### config.mk
export PLATFORM = sky130hd
export DESIGN_NAME = drfdma_top
export DESIGN_NICKNAME = d
export VERILOG_FILES = /design/src/hdl/drfdma_pkg.sv /design/src/hdl/drfdma_buf_if.sv /design/src/hdl/drfdma_row_mem.sv /design/src/hdl/drfdma_top.sv
export VERILOG_INCLUDE_DIRS = /design/src /design/src/hdl
export SDC_FILE = /design/constraint.sdc
export NUM_CORES = 1
export LEC_CHECK = 0
export ABC_CLOCK_PERIOD_IN_PS = 5000
export BUFFER_PORTS_ARGS = -buffer_cell sky130_fd_sc_hd__buf_4
export CORE_MARGIN = 3
export CORE_UTILIZATION = 50
export CTS_CLUSTER_DIAMETER = 60
export CTS_CLUSTER_SIZE = 8
export DETAILED_ROUTE_END_ITERATION = 12
export PLACE_DENSITY = 0.64
export RECOVER_POWER = 100
export SLEW_MARGIN = 40
export SYNTH_ARGS = -nofsm -noshare
export SYNTH_HDL_FRONTEND = slang
export SYNTH_SLANG_ARGS = --single-unit
export TNS_END_PERCENT = 20
### constraint.sdc
create_clock -name CLOCK_I -period 5 [get_ports CLOCK_I]
set_input_delay 1 -clock CLOCK_I [delete_from_list [all_inputs] [get_ports CLOCK_I]]
set_output_delay 1 -clock CLOCK_I [all_outputs]
set_load 0.02 [all_outputs]
### src/hdl/drfdma_defines.svh
// Purpose: constants of the display row-fetch engine
// Assumes: 100 MHz CLOCK_I, one clock domain
// Notes:   offsets are Avalon byte addresses
`ifndef DRFDMA_DEFINES_SVH
`define DRFDMA_DEFINES_SVH

`define DRF_ROW_CHARS    80
`define DRF_CNT_W        7
`define DRF_ADDR_W       14
`define DRF_BLANK_CODE   8'h20
`define DRF_SCREEN_START 14'h3FFF
`define DRF_CODE_EOL     8'hCC
`define DRF_CODE_EOP     8'hCE
`define DRF_INV_BIT      1
`define DRF_ATTR_MSB     5
`define DRF_CHAR_MSB     6
`define DRF_ENTRY_INV    7
`define DRF_LINK_MSB     5

`define DRF_OFS_CTRL     4'h0
`define DRF_OFS_STATUS   4'h4
`define DRF_OFS_COUNT    4'h8
`define DRF_OFS_ADDR     4'hC
`define DRF_CTRL_EN_BIT  0
`define DRF_CTRL_RESET   1'b0

`endif

### src/hdl/drfdma_pkg.sv
// Purpose: types of the display row-fetch engine
// Assumes: nothing
// Notes:   Johnson codes step one bit at a time
package drfdma_pkg;

  typedef enum logic [2:0] {
    DRF_IDLE  = 3'h0,
    DRF_BID   = 3'h4,
    DRF_GRANT = 3'h6,
    DRF_REQ   = 3'h7,
    DRF_WAIT  = 3'h3,
    DRF_REL   = 3'h1
  } drfdma_state_type;

  typedef enum logic [2:0] {
    DRF_CHAR = 3'h0,
    DRF_CTRL = 3'h1,
    DRF_LINK = 3'h2,
    DRF_FLAG = 3'h3,
    DRF_EOL  = 3'h4,
    DRF_EOP  = 3'h5
  } drfdma_class_type;

endpackage

### src/hdl/drfdma_buf_if.sv
// Purpose: carrier between the fetch engine and its row buffers
// Assumes: same clock on both sides
// Notes:   bank 1 is the even buffer
`timescale 1ns/10ps
interface drfdma_buf_if #(parameter int IDX_W = 7, parameter int WIDTH = 8);
  logic             wr_en;
  logic             wr_bank;
  logic [IDX_W-1:0] wr_idx;
  logic [WIDTH-1:0] wr_data;
  logic             rd_bank;
  logic [IDX_W-1:0] rd_idx;
  logic [WIDTH-1:0] rd_data;

  modport ctl (output wr_en, wr_bank, wr_idx, wr_data, rd_bank, rd_idx, input rd_data);
  modport mem (input wr_en, wr_bank, wr_idx, wr_data, rd_bank, rd_idx, output rd_data);
endinterface

### src/hdl/drfdma_row_mem.sv
// Purpose: two ping-pong row buffers
// Assumes: indices stay below DEPTH
// Notes:   read data registered, one cycle latency
`timescale 1ns/10ps
module drfdma_row_mem #(
  parameter int DEPTH = 80,
  parameter int IDX_W = 7,
  parameter int WIDTH = 8
) (
  input  wire logic    clk_i,
  input  wire logic    rst_i,
  drfdma_buf_if.mem    buf_if
);

  logic [WIDTH-1:0] mem_r [2][DEPTH];
  logic [WIDTH-1:0] rd_data_r;

  always_ff @(posedge clk_i) begin
    if (buf_if.wr_en) begin
      mem_r[buf_if.wr_bank][buf_if.wr_idx] <= buf_if.wr_data;
    end
  end

  always_ff @(posedge clk_i) begin
    if (rst_i) begin
      rd_data_r <= '0;
    end else begin
      rd_data_r <= mem_r[buf_if.rd_bank][buf_if.rd_idx];
    end
  end

  assign buf_if.rd_data = rd_data_r;

endmodule // drfdma_row_mem

### src/hdl/drfdma_top.sv
// Purpose: display row-fetch engine, bus sequencer and row buffers
// Assumes: pins asynchronous to CLOCK_I, synchronised here
// Notes:   address counter drives the bus in true polarity
`timescale 1ns/10ps
`include "drfdma_defines.svh"
module drfdma_top #(
  parameter int ROW_LEN = `DRF_ROW_CHARS,
  parameter int CNT_W   = `DRF_CNT_W,
  parameter int ADDR_W  = `DRF_ADDR_W
) (
  input  wire logic              CLOCK_I,
  input  wire logic              RST_I,
  input  wire logic [3:0]        AVS_ADDRESS_I,
  input  wire logic              AVS_READ_I,
  input  wire logic              AVS_WRITE_I,
  input  wire logic [31:0]       AVS_WRITEDATA_I,
  output logic      [31:0]       AVS_READDATA_O,
  output logic                   AVS_WAITREQUEST_O,
  input  wire logic              ROW_START_PULSE_I,
  input  wire logic              VERTICAL_SYNC_PULSE_I,
  input  wire logic              PRIORITY_CHAIN_IN_I,
  input  wire logic              MEM_WAIT_I,
  input  wire logic [7:0]        MEM_DATA_I,
  input  wire logic              BUFFER_SELECT_I,
  input  wire logic              RECIRCULATE_PULSE_I,
  input  wire logic              RECIRCULATE_GATE_I,
  input  wire logic              FIRST_DOT_PULSE_I,
  output logic                   PRIORITY_CHAIN_OUT_N_O,
  output logic                   BUSY_N_O,
  output logic                   BUSY_OE_O,
  output logic      [ADDR_W-1:0] ADDR_O,
  output logic                   ADDR_OE_O,
  output logic                   MEM_REQ_N_O,
  output logic                   ATTRIBUTE_LATCH_STROBE_O,
  output logic      [5:0]        ATTRIBUTE_O,
  output logic                   INVERSE_VIDEO_O,
  output logic      [7:0]        DISPLAY_DATA_O
);

  // ==========================================================
  // Byte decode
  // ==========================================================
  function automatic drfdma_pkg::drfdma_class_type classify(input logic [7:0] b);
    drfdma_pkg::drfdma_class_type c;
    c = drfdma_pkg::DRF_FLAG;
    if (!b[7]) begin
      c = drfdma_pkg::DRF_CHAR;
    end else if (!b[6]) begin
      c = drfdma_pkg::DRF_CTRL;
    end else if (b[5] || b[4]) begin
      c = drfdma_pkg::DRF_LINK;
    end else if (b == `DRF_CODE_EOL) begin
      c = drfdma_pkg::DRF_EOL;
    end else if (b == `DRF_CODE_EOP) begin
      c = drfdma_pkg::DRF_EOP;
    end
    return c;
  endfunction

  // ==========================================================
  // Declarations
  // ==========================================================
  localparam logic [CNT_W-1:0] CNT_END = CNT_W'(ROW_LEN);
  localparam logic [CNT_W-1:0] CNT_ONE = CNT_W'(1);

  drfdma_pkg::drfdma_state_type state_r;
  drfdma_pkg::drfdma_state_type state_nxt;
  drfdma_pkg::drfdma_class_type hold_class;

  logic [15:0]       sync1_r;
  logic [15:0]       sync2_r;
  logic [3:0]        prev_r;
  logic              row_s;
  logic              vs_s;
  logic              prio_s;
  logic              wait_s;
  logic              even_s;
  logic              rpulse_s;
  logic              rgate_s;
  logic              dot_s;
  logic [7:0]        data_s;
  logic              row_go;
  logic              vs_go;
  logic              rc_step;
  logic              dot_go;

  logic [7:0]        hold_r;
  logic [ADDR_W-1:0] addr_r;
  logic [CNT_W-1:0]  cnt_r;
  logic [CNT_W-1:0]  rd_ptr_r;
  logic              eol_r;
  logic              eop_r;
  logic              link_r;
  logic              inv_r;
  logic [5:0]        attr_r;
  logic              strobe_r;
  logic [7:0]        disp_r;
  logic              enable_r;
  logic              ack_r;
  logic [31:0]       rdata_r;

  logic              pad;
  logic              run_ok;
  logic              cap;
  logic              rel_start;
  logic              rel_end;
  logic              decode_ok;
  logic              load_ch;
  logic              avs_req;
  logic              avs_wr;

  drfdma_buf_if #(.IDX_W(CNT_W), .WIDTH(8)) buf_if ();

  // ==========================================================
  // Pin synchronisers
  // ==========================================================
  always_ff @(posedge CLOCK_I) begin
    if (RST_I) begin
      sync1_r <= 16'h0000;
      sync2_r <= 16'h0000;
    end else begin
      sync1_r <= {MEM_DATA_I, ROW_START_PULSE_I, VERTICAL_SYNC_PULSE_I, PRIORITY_CHAIN_IN_I, MEM_WAIT_I,
                  BUFFER_SELECT_I, RECIRCULATE_PULSE_I, RECIRCULATE_GATE_I, FIRST_DOT_PULSE_I};
      sync2_r <= sync1_r;
    end
  end

  assign data_s   = sync2_r[15:8];
  assign row_s    = sync2_r[7];
  assign vs_s     = sync2_r[6];
  assign prio_s   = sync2_r[5];
  assign wait_s   = sync2_r[4];
  assign even_s   = sync2_r[3];
  assign rpulse_s = sync2_r[2];
  assign rgate_s  = sync2_r[1];
  assign dot_s    = sync2_r[0];

  // Pulses act on their rising edge only, whatever their width
  always_ff @(posedge CLOCK_I) begin
    if (RST_I) begin
      prev_r <= 4'h0;
    end else begin
      prev_r <= {row_s, vs_s, rpulse_s, dot_s};
    end
  end

  assign row_go  = row_s & ~prev_r[3];
  assign vs_go   = vs_s & ~prev_r[2];
  assign rc_step = rpulse_s & ~prev_r[1] & rgate_s;
  assign dot_go  = dot_s & ~prev_r[0];

  // ==========================================================
  // Bus sequencer
  // ==========================================================
  assign pad    = eol_r | eop_r;
  assign run_ok = enable_r && (cnt_r != CNT_END);

  always_comb begin
    state_nxt = state_r;
    case (state_r)
      drfdma_pkg::DRF_IDLE: begin
        if (run_ok) begin
          state_nxt = drfdma_pkg::DRF_BID;
        end
      end
      drfdma_pkg::DRF_BID: begin
        if (prio_s) begin
          state_nxt = drfdma_pkg::DRF_GRANT;
        end
      end
      drfdma_pkg::DRF_GRANT: begin
        state_nxt = drfdma_pkg::DRF_REQ;
      end
      drfdma_pkg::DRF_REQ: begin
        if (wait_s) begin
          state_nxt = drfdma_pkg::DRF_WAIT;
        end
      end
      drfdma_pkg::DRF_WAIT: begin
        state_nxt = drfdma_pkg::DRF_REL;
      end
      drfdma_pkg::DRF_REL: begin
        state_nxt = drfdma_pkg::DRF_IDLE;
      end
      default: begin
        state_nxt = drfdma_pkg::DRF_IDLE;
      end
    endcase
  end

  always_ff @(posedge CLOCK_I) begin
    if (RST_I) begin
      state_r <= drfdma_pkg::DRF_IDLE;
    end else begin
      state_r <= state_nxt;
    end
  end

  assign cap       = (state_r == drfdma_pkg::DRF_REQ) && wait_s;
  assign rel_start = (state_r == drfdma_pkg::DRF_WAIT);
  assign rel_end   = (state_r == drfdma_pkg::DRF_REL);
  assign decode_ok = rel_end && !link_r;

  // Johnson bits decoded, with state compares, into the bus strobes
  always_comb begin
    PRIORITY_CHAIN_OUT_N_O = ~(state_r[2] | (state_r == drfdma_pkg::DRF_BID));
    BUSY_N_O               = ~(state_r[2] & state_r[1] | (state_r == drfdma_pkg::DRF_WAIT));
    BUSY_OE_O              = ~BUSY_N_O;
    ADDR_OE_O              = ~BUSY_N_O;
    MEM_REQ_N_O            = ~((state_r == drfdma_pkg::DRF_REQ) && !pad);
  end

  assign ADDR_O = addr_r;

  // ==========================================================
  // Holding register and flags
  // ==========================================================
  assign hold_class = classify(hold_r);

  always_ff @(posedge CLOCK_I) begin
    if (RST_I) begin
      hold_r <= 8'h00;
    end else if (cap && !link_r) begin
      hold_r <= pad ? `DRF_BLANK_CODE : data_s;
    end
  end

  always_ff @(posedge CLOCK_I) begin
    if (RST_I) begin
      link_r <= 1'b0;
    end else if (rel_end) begin
      link_r <= !link_r && !pad && (hold_class == drfdma_pkg::DRF_LINK);
    end
  end

  always_ff @(posedge CLOCK_I) begin
    if (RST_I) begin
      eol_r <= 1'b0;
    end else if (decode_ok && (hold_class == drfdma_pkg::DRF_EOL)) begin
      eol_r <= 1'b1;
    end else if (cnt_r == CNT_END) begin
      eol_r <= 1'b0;
    end
  end

  // Set wins over vertical sync in the same cycle
  always_ff @(posedge CLOCK_I) begin
    if (RST_I) begin
      eop_r <= 1'b0;
    end else if (decode_ok && (hold_class == drfdma_pkg::DRF_EOP)) begin
      eop_r <= 1'b1;
    end else if (vs_go) begin
      eop_r <= 1'b0;
    end
  end

  // ==========================================================
  // Address counter
  // ==========================================================
  always_ff @(posedge CLOCK_I) begin
    if (RST_I) begin
      addr_r <= `DRF_SCREEN_START;
    end else if (vs_go) begin
      addr_r <= `DRF_SCREEN_START;
    end else if (rel_start && link_r) begin
      addr_r <= ADDR_W'({hold_r[`DRF_LINK_MSB:0], data_s});
    end else if (decode_ok && !pad) begin
      addr_r <= addr_r - ADDR_W'(1);
    end
  end

  // ==========================================================
  // Character counter
  // ==========================================================
  // Flag bytes fall through here untouched
  assign load_ch = decode_ok && (hold_class == drfdma_pkg::DRF_CHAR) && (cnt_r != CNT_END);

  always_ff @(posedge CLOCK_I) begin
    if (RST_I) begin
      cnt_r <= CNT_END;
    end else if (row_go) begin
      cnt_r <= '0;
    end else if (load_ch) begin
      cnt_r <= cnt_r + CNT_ONE;
    end
  end

  // ==========================================================
  // Enhancement latches
  // ==========================================================
  always_ff @(posedge CLOCK_I) begin
    if (RST_I) begin
      inv_r  <= 1'b0;
      attr_r <= 6'h00;
    end else if (decode_ok && pad) begin
      inv_r  <= 1'b0;
      attr_r <= 6'h00;
    end else if (decode_ok && (hold_class == drfdma_pkg::DRF_CTRL)) begin
      inv_r  <= hold_r[`DRF_INV_BIT];
      attr_r <= hold_r[`DRF_ATTR_MSB:0];
    end
  end

  always_ff @(posedge CLOCK_I) begin
    if (RST_I) begin
      strobe_r <= 1'b0;
    end else begin
      strobe_r <= decode_ok && (pad || (hold_class == drfdma_pkg::DRF_CTRL));
    end
  end

  assign ATTRIBUTE_LATCH_STROBE_O = strobe_r;
  assign ATTRIBUTE_O              = attr_r;
  assign INVERSE_VIDEO_O          = inv_r;

  // ==========================================================
  // Row buffers
  // ==========================================================
  assign buf_if.wr_en   = load_ch;
  assign buf_if.wr_bank = ~even_s;
  assign buf_if.wr_idx  = cnt_r;
  assign buf_if.wr_data = {inv_r & ~pad, hold_r[`DRF_CHAR_MSB:0]};
  assign buf_if.rd_bank = even_s;
  assign buf_if.rd_idx  = rd_ptr_r;

  // One full turn per scan line keeps entry 0 aligned
  always_ff @(posedge CLOCK_I) begin
    if (RST_I) begin
      rd_ptr_r <= '0;
    end else if (row_go) begin
      rd_ptr_r <= '0;
    end else if (rc_step) begin
      rd_ptr_r <= (rd_ptr_r == CNT_END - CNT_ONE) ? '0 : rd_ptr_r + CNT_ONE;
    end
  end

  always_ff @(posedge CLOCK_I) begin
    if (RST_I) begin
      disp_r <= 8'h00;
    end else if (dot_go) begin
      disp_r <= buf_if.rd_data;
    end
  end

  assign DISPLAY_DATA_O = disp_r;

  drfdma_row_mem #(
    .DEPTH (ROW_LEN),
    .IDX_W (CNT_W),
    .WIDTH (8)
  ) u_row_mem (
    .clk_i  (CLOCK_I),
    .rst_i  (RST_I),
    .buf_if (buf_if)
  );

  // ==========================================================
  // Avalon slave
  // ==========================================================
  // Fixed one wait cycle: simple and independent of decode
  assign avs_req = AVS_READ_I | AVS_WRITE_I;
  assign avs_wr  = AVS_WRITE_I & ack_r;
  assign AVS_WAITREQUEST_O = avs_req & ~ack_r;

  always_ff @(posedge CLOCK_I) begin
    if (RST_I) begin
      ack_r <= 1'b0;
    end else begin
      ack_r <= avs_req & ~ack_r;
    end
  end

  always_ff @(posedge CLOCK_I) begin
    if (RST_I) begin
      enable_r <= `DRF_CTRL_RESET;
    end else if (avs_wr && (AVS_ADDRESS_I == `DRF_OFS_CTRL)) begin
      enable_r <= AVS_WRITEDATA_I[`DRF_CTRL_EN_BIT];
    end
  end

  always_ff @(posedge CLOCK_I) begin
    if (RST_I) begin
      rdata_r <= 32'h0000_0000;
    end else if (AVS_READ_I && !ack_r) begin
      case (AVS_ADDRESS_I)
        `DRF_OFS_CTRL:   rdata_r <= {31'h0, enable_r};
        `DRF_OFS_STATUS: rdata_r <= {24'h0, even_s, inv_r, link_r, eop_r, eol_r, state_r};
        `DRF_OFS_COUNT:  rdata_r <= {25'h0, cnt_r};
        `DRF_OFS_ADDR:   rdata_r <= {18'h0, addr_r};
        default:         rdata_r <= 32'h0000_0000;
      endcase
    end
  end

  assign AVS_READDATA_O = rdata_r;

endmodule // drfdma_top

==> reports/results.tsv, run 1 <==
metric	value	unit
netlist_area	54300	um^2
power	24.7	mW
start_kind	flop	
critPathMaxFanout	30	
hold_class	reg2reg	
fin_nets	3127	
cp.required	5.61	ns
cp_data_arrival_time	4.96	ns
violations	max-capacitance violations, max-slew violations	
gp_congestion	0.876	
worstSkewPairLatency	0.77	ns
hold_slack	0.429	ns
cts_resized	0	
antenna_found_initial	1	
cts_tree	built	
worstMarginPinSlew	3.79	ns
antenna_left	0	
drv_cap	17	
grtUsageMet1	0.341	
globalRoute.busiestLayer	met2	
wl_per_cell	29.9	um
setup-violations-final	0	
die_h	335	um
reg2reg_to	u_row_mem.buf_if.rd_data[3]	
area_delta_synth_final	14.1	%
grt_usage	0.244	
netlist_instances	2831	
grt_pass1_wl	199	mm
period_share	0.870	
min_from	sync1_r[13]	
worstHoldPathCells	1	
hold_path_end	sync2_r[13]	
ys_types	67	
clk_pin_slew	0.05	ns
drc_errors	0	
min_period	4.35	ns
synth_top_cell_by_area	edfxtp_1	
ctsHoldBuffers	0	
routed_wl	137	mm
die_w	335	um
reg2reg_from	sync2_r[3]	
mostFrequentLayoutCell	edfxtp_1	
n_antenna_cell	0	
cts_setup_buffers	0	
most-common-layout-cells	1,280 x edfxtp_1, 289 x mux4_2, 210 x nor2_1	
hpwl	86.0	mm
criticalPathCategory	reg2reg	
synth_ff_type	edfxtp_1	
synth_top_cell_area_share	0.708	
async_flop_share	0	
reg2reg_slack	0.65	ns
ys_ff_latch	1397	
root_buffer	clkbuf_16	
grt-ovfl-total	0	
seq_area_frac_synth	0.751	
post_drt_via_cell_ratio	6.30	
yosys_warnings	0	
synth_edf_count	1280	
gr-usage-met2	0.379	
htreeDepth	4	
portBuffers	74	
relSlewSlack	-1.53	
row_count	120	
num_vias	28800	
ir_worst_vdd	0.310	mV
syn_avg_cell_area	19.2	um^2
numCtsBuffers	193	
start_util	0.506	
p_leak	18.9	nW
drive_above_1_share	0.198	
grt_pass1_vias	29100	
use_met3	0.0604	
ios	124	
synth_area_leaders	edfxtp_1 71%, mux4_2 12%, dfxtp_1 4.3%	
hold_violations	0	
dieArea	113000	um^2
grt_max_degree	123	
drtIter0Drc	3337	
clockBufferDepth	3	
fmax	230	MHz
reg2regPathDepth	6	
clock_sinks	1397	
dr.pass1.iters	5	
outcome	finished with violations	
clock_skew	0.0244	ns
power_density	399	nW/um^2
cp-end-kind	flop	
core_area	107000	um^2
setup_tns	0	ns
finalMaxSlewViolations	917	
rsz0062_at_grt	no	
-- registers in the layout (all words and copies together), names as in the netlist, 3 cells and up --
register,flops
buf_if.wr_idx,7
buf_if.rd_idx,7
hold_r,8
prev_r,4
u_row_mem.buf_if.rd_data,8
state_r,3
sync2_r,16
u_row_mem.mem_r,1280
DISPLAY_DATA_O,8
ADDR_O,14
sync1_r,16
ATTRIBUTE_O,6
AVS_READDATA_O,14
-- critical path, cell delays in order, from the launching register on --
cell and delay (ns):
dfxtp_1 1.31, buf_12 0.34, clkbuf_2 0.84, mux4_2 0.67, a211oi_1 0.39, a221oi_1 0.20
o31a_1 0.37
-- synth_stat cells, types with 4 or more instances --
library cell / instances
o32ai_1: 9
clkbuf_1: 81
a211oi_1: 11
ha_1: 4
o31ai_1: 6
nand2b_1: 6
and2_1: 7
a22oi_1: 31
nand2_1: 70
or2_2: 6
nor3_1: 42
a221oi_1: 26
mux4_2: 289
o311ai_0: 7
nor2_1: 211
buf_2: 44
nand3_1: 38
a22o_1: 12
o21ai_0: 23
mux2_2: 18
mux2i_1: 137
o22ai_1: 23
o211ai_1: 22
a21o_1: 5
o31a_1: 6
a2111oi_0: 5
nand4_1: 18
xor2_1: 7
edfxtp_1: 1280
or3_1: 9
o221ai_1: 7
buf_4: 30
buf_1: 26
a21oi_1: 60
and3_1: 7
a211o_1: 8
dfxtp_1: 117
inv_1: 14
a221o_1: 5
nor2b_1: 55
-- worst max-delay path by stage --
stage	cells past startpoint	startpoint	end	slack (ns)
4_1_cts	7	buf_if.wr_idx[1]	u_row_mem.mem_r[1][375]	0.91
5_1_grt	6	sync2_r[3]	u_row_mem.buf_if.rd_data[3]	0.41
3_5_place_dp	7	buf_if.wr_idx[1]	u_row_mem.mem_r[1][351]	0.90
3_3_place_gp	7	buf_if.wr_idx[1]	u_row_mem.mem_r[1][351]	0.96
6_report	6	sync2_r[3]	u_row_mem.buf_if.rd_data[3]	0.65
2_1_floorplan	2	eop_r	u_row_mem.mem_r[0][103]	1.55
-- per-stage QoR --
stage	cells	setup slack, ns	area, um^2	utilization
floorplan	2848	1.55	54300	-
global placement	4266	0.961	56900	0.530
detailed placement	4271	0.900	57100	0.532
CTS	4560	0.908	62500	0.582
global route	4564	0.407	61900	0.577
finish	4564	0.651	61900	0.577
-- cell type report --
class                      instances  area (um^2)
multi-input combinational       1254        12700
clock buffer                     277         5210
fill                            7921        45400
sequential                      1397        40800
inverter                          16         60.1
clock inverter                    12          170
tap                             1403         1760
timing repair buffer             205         1230
-- cells by family (layout without fill, tap and decap cells) --
group,after synthesis,count (layout),share of synthesized area
and+or+nand+nor,494,494,0.0432
DFF,1397,1397,0.751
buffers and inverters,197,510,0.0167
xor gates and xnor gates,10,10,0.00161
adders and majority gates,4,4,0.000922
AOI/OAI and AO/OA,284,284,0.0373
other,1,18,0.0000691
muxes,444,444,0.149
-- per-layer routing --
metal / up-vias / part of all wire
li1: 12000 / -
met1: 15100 / 0.40
met2: 1451 / 0.48
met3: 267 / 0.090
met4: 0 / 0.031
met5: - / 0
-- power breakdown --
| group | leakage [nW] | total, mW | switching [mW] | internal, mW |
|---|---|---|---|---|
| registers | 12.4 | 12.6 | 0.0183 | 12.6 |
| logic | 3.84 | 0.399 | 0.220 | 0.179 |
| clock network | 2.59 | 11.7 | 4.59 | 7.09 |
| total | 18.9 | 24.7 | 4.83 | 19.9 |
No activity file was read; power rests on OpenSTA's default activity.
==> inputs of run 2 (changes only) <==
- PLACE_DENSITY: 0.64 -> not set
- PLACE_DENSITY_LB_ADDON: not set -> 0.05
==> run 2 against run 1 <==
Against the previous run:
- the run still ends with max-capacitance violations, max-slew violations left
- critical path depth rose by 2
- hold slack improved by 0.0067 ns
- sequential power about the same
- clock power barely moved
- final cell count is 0.18% higher
- sequential share of layout area fell by 0.14 points
- die area unchanged
- power is essentially flat
- cell area is 0.22% higher
- critical path type unchanged
- flip-flop and latch count unchanged
==> reports/results.tsv, run 2 (synthesized netlist as in run 1, its figures left out) <==
metric	value	unit	change
cts_resized	0		unchanged
start_util	0.506		unchanged
ir_worst_vdd	0.277	mV	-11%
final_area	62100	um^2	+0.22%
grt_pass1_wl	203	mm	+2.3%
clock_skew	0.0308	ns	+0.00639 ns
cp_top_family	buffers and inverters		
slowest_delay	0.83	ns	-0.48 ns
clk_pin_slew	0.06	ns	about the same
num_vias	28500		-0.98%
cts_setup_buffers	0		unchanged
htreeDepth	4		unchanged
reg2regPathDepth	8		+2
grt_usage	0.253		+0.00889
hold_slack	0.436	ns	+0.00667 ns
violations	max-capacitance violations, max-slew violations		
regMostFlops	u_row_mem.mem_r		
reg2reg_from	sync2_r[3]		
die_w	335	um	unchanged
drv_cap	18		+1
internal_power	19.9	mW	about the same
rsz0062_at_grt	no		
min_period	4.19	ns	-0.160 ns
outcome	finished with violations		
dieArea	113000	um^2	unchanged
cp-end-kind	flop		
crit_path_cell_trace	clkbuf_2 -> buf_12 -> buf_4 -> clkbuf_1 -> mux4_2 -> a22oi_1 -> a41oi_1 -> o31a_1		
critPathMaxFanout	35		+17%
core_area	107000	um^2	unchanged
drc_errors	0		unchanged
gp_congestion	0.853		-2.7%
power_frac_seq	0.511		about the same
cts_tree	built		
ios	124		unchanged
routed_wl	141	mm	+3.0%
reg2reg_to	u_row_mem.buf_if.rd_data[7]		
reg_top3	u_row_mem.mem_r (1280), sync1_r (16), sync2_r (16)		
fmax	239	MHz	+3.8%
relSlewSlack	-1.04		+0.483
antenna_found_initial	3		+2
period_share	0.838		-0.0321
reg2reg_slack	0.81	ns	+0.16 ns
finalMaxSlewViolations	967		+5.5%
p_leak	19.0	nW	+0.45%
wl_per_cell	30.8	um	+2.8%
cp.required	5.66	ns	+0.05 ns
area_delta_synth_final	14.3	%	
worstMarginPinSlew	3.06	ns	-0.725 ns
combPwrFrac	0.017		about the same
antenna_left	0		unchanged
net-switching-power	4.83	mW	about the same
hold_class	reg2reg		
cp_data_arrival_time	4.85	ns	-0.11 ns
setup-violations-final	0		unchanged
hold_violations	0		unchanged
clock_power_share	0.473		about the same
fin_nets	3157		+0.96%
most-common-layout-cells	1,280 x edfxtp_1, 289 x mux4_2, 209 x nor2_1		
drtIter0Drc	2963		-11%
grt-ovfl-total	0		unchanged
clock_sinks	1397		unchanged
portBuffers	74		unchanged
clockBufferDepth	3		unchanged
numCtsBuffers	193		unchanged
power_density	398	nW/um^2	-0.19%
hpwl	89.2	mm	+3.8%
min_from	sync1_r[10]		
drive_above_1_share	0.204		+0.00562
worstHoldPathCells	1		unchanged
dr.pass1.iters	5		unchanged
critPathBufInv	4		+2
grt_pass1_vias	29000		-0.16%
hold_path_end	sync2_r[10]		
switching_share	0.196		about the same
cp_slowest_cell	clkbuf_2		
grt_max_degree	125		+1.6%
ctsHoldBuffers	0		unchanged
die_h	335	um	unchanged
mostFrequentLayoutCell	edfxtp_1		
placed_cell_area	57300	um^2	+0.37%
largest_reg_flops	1280		unchanged
root_buffer	clkbuf_16		
power	24.7	mW	about the same
row_count	120		unchanged
criticalPathCategory	reg2reg		
worstSkewPairLatency	0.77	ns	about the same
setup_tns	0	ns	unchanged
start_kind	flop		
post_drt_via_cell_ratio	6.23		-1.2%
[run 2: changes by cell type in the layout (fill, tap and decap cells not counted), moves of 3 or more]
| cell | change |
|---|---|
| clkbuf_16 | +3 |
| clkbuf_2 | +3 |
| buf_4 | +11 |
| clkbuf_1 | -10 |
| inv_6 | +3 |
[run 2: layer usage]
metal / vias to the layer above / track usage / share of wire
li1: 12000 / - / -
met1: 15000 / 0.354 / 0.41
met2: 1216 / 0.397 / 0.47
met3: 232 / 0.0548 / 0.077
met4: 0 / 0.0883 / 0.034
met5: - / 0 / 0
[run 2: worst reg2reg max path, delay by kind of cell (launching register included)]
family	cells	cell delay, ns
buf+inv	4	2.04
flops	1	0.67
compound gates	3	0.74
mux	1	0.63
[run 2: area by class of cell]
type                            instances  area (um^2)
Inverter                               16         60.1
Multi-Input combinational cell       1254        12700
Sequential cell                      1397        40800
Clock inverter                         11          153
Tap cell                             1403         1760
Antenna cell                            2         5.00
Fill cell                            7992        45300
Timing Repair Buffer                  235         1400
Clock buffer                          254         5190
[run 2: power groups by stage]
stage | logic, mW | registers, mW | clock network [mW]
floorplan | 0.296 | 12.8 | 0
global placement | 0.409 | 12.8 | 0
detailed placement | 0.418 | 12.8 | 0
CTS | 0.420 | 12.6 | 11.9
global route | 0.436 | 12.6 | 12.4
finish | 0.409 | 12.6 | 11.7
[run 2: metrics by stage]
stage          setup slack [ns]  std cells  utilization
6_report                  0.811       4572        0.578
5_1_grt                   0.543       4570        0.578
4_1_cts                    1.26       4568        0.583
3_5_place_dp               1.28       4303        0.534
3_3_place_gp               1.37       4299        0.532
2_1_floorplan              1.55       2848            -
[run 2: how the worst max path moves through the flow]
stage,end,startpoint,depth (start not counted)
2_1_floorplan,u_row_mem.mem_r[0][103],eop_r,2
3_3_place_gp,u_row_mem.mem_r[1][264],state_r[0],5
3_5_place_dp,u_row_mem.mem_r[1][266],state_r[0],5
4_1_cts,u_row_mem.mem_r[1][266],state_r[0],5
5_1_grt,buf_if.rd_idx[1],RST_I,5
6_report,u_row_mem.buf_if.rd_data[7],sync2_r[3],8
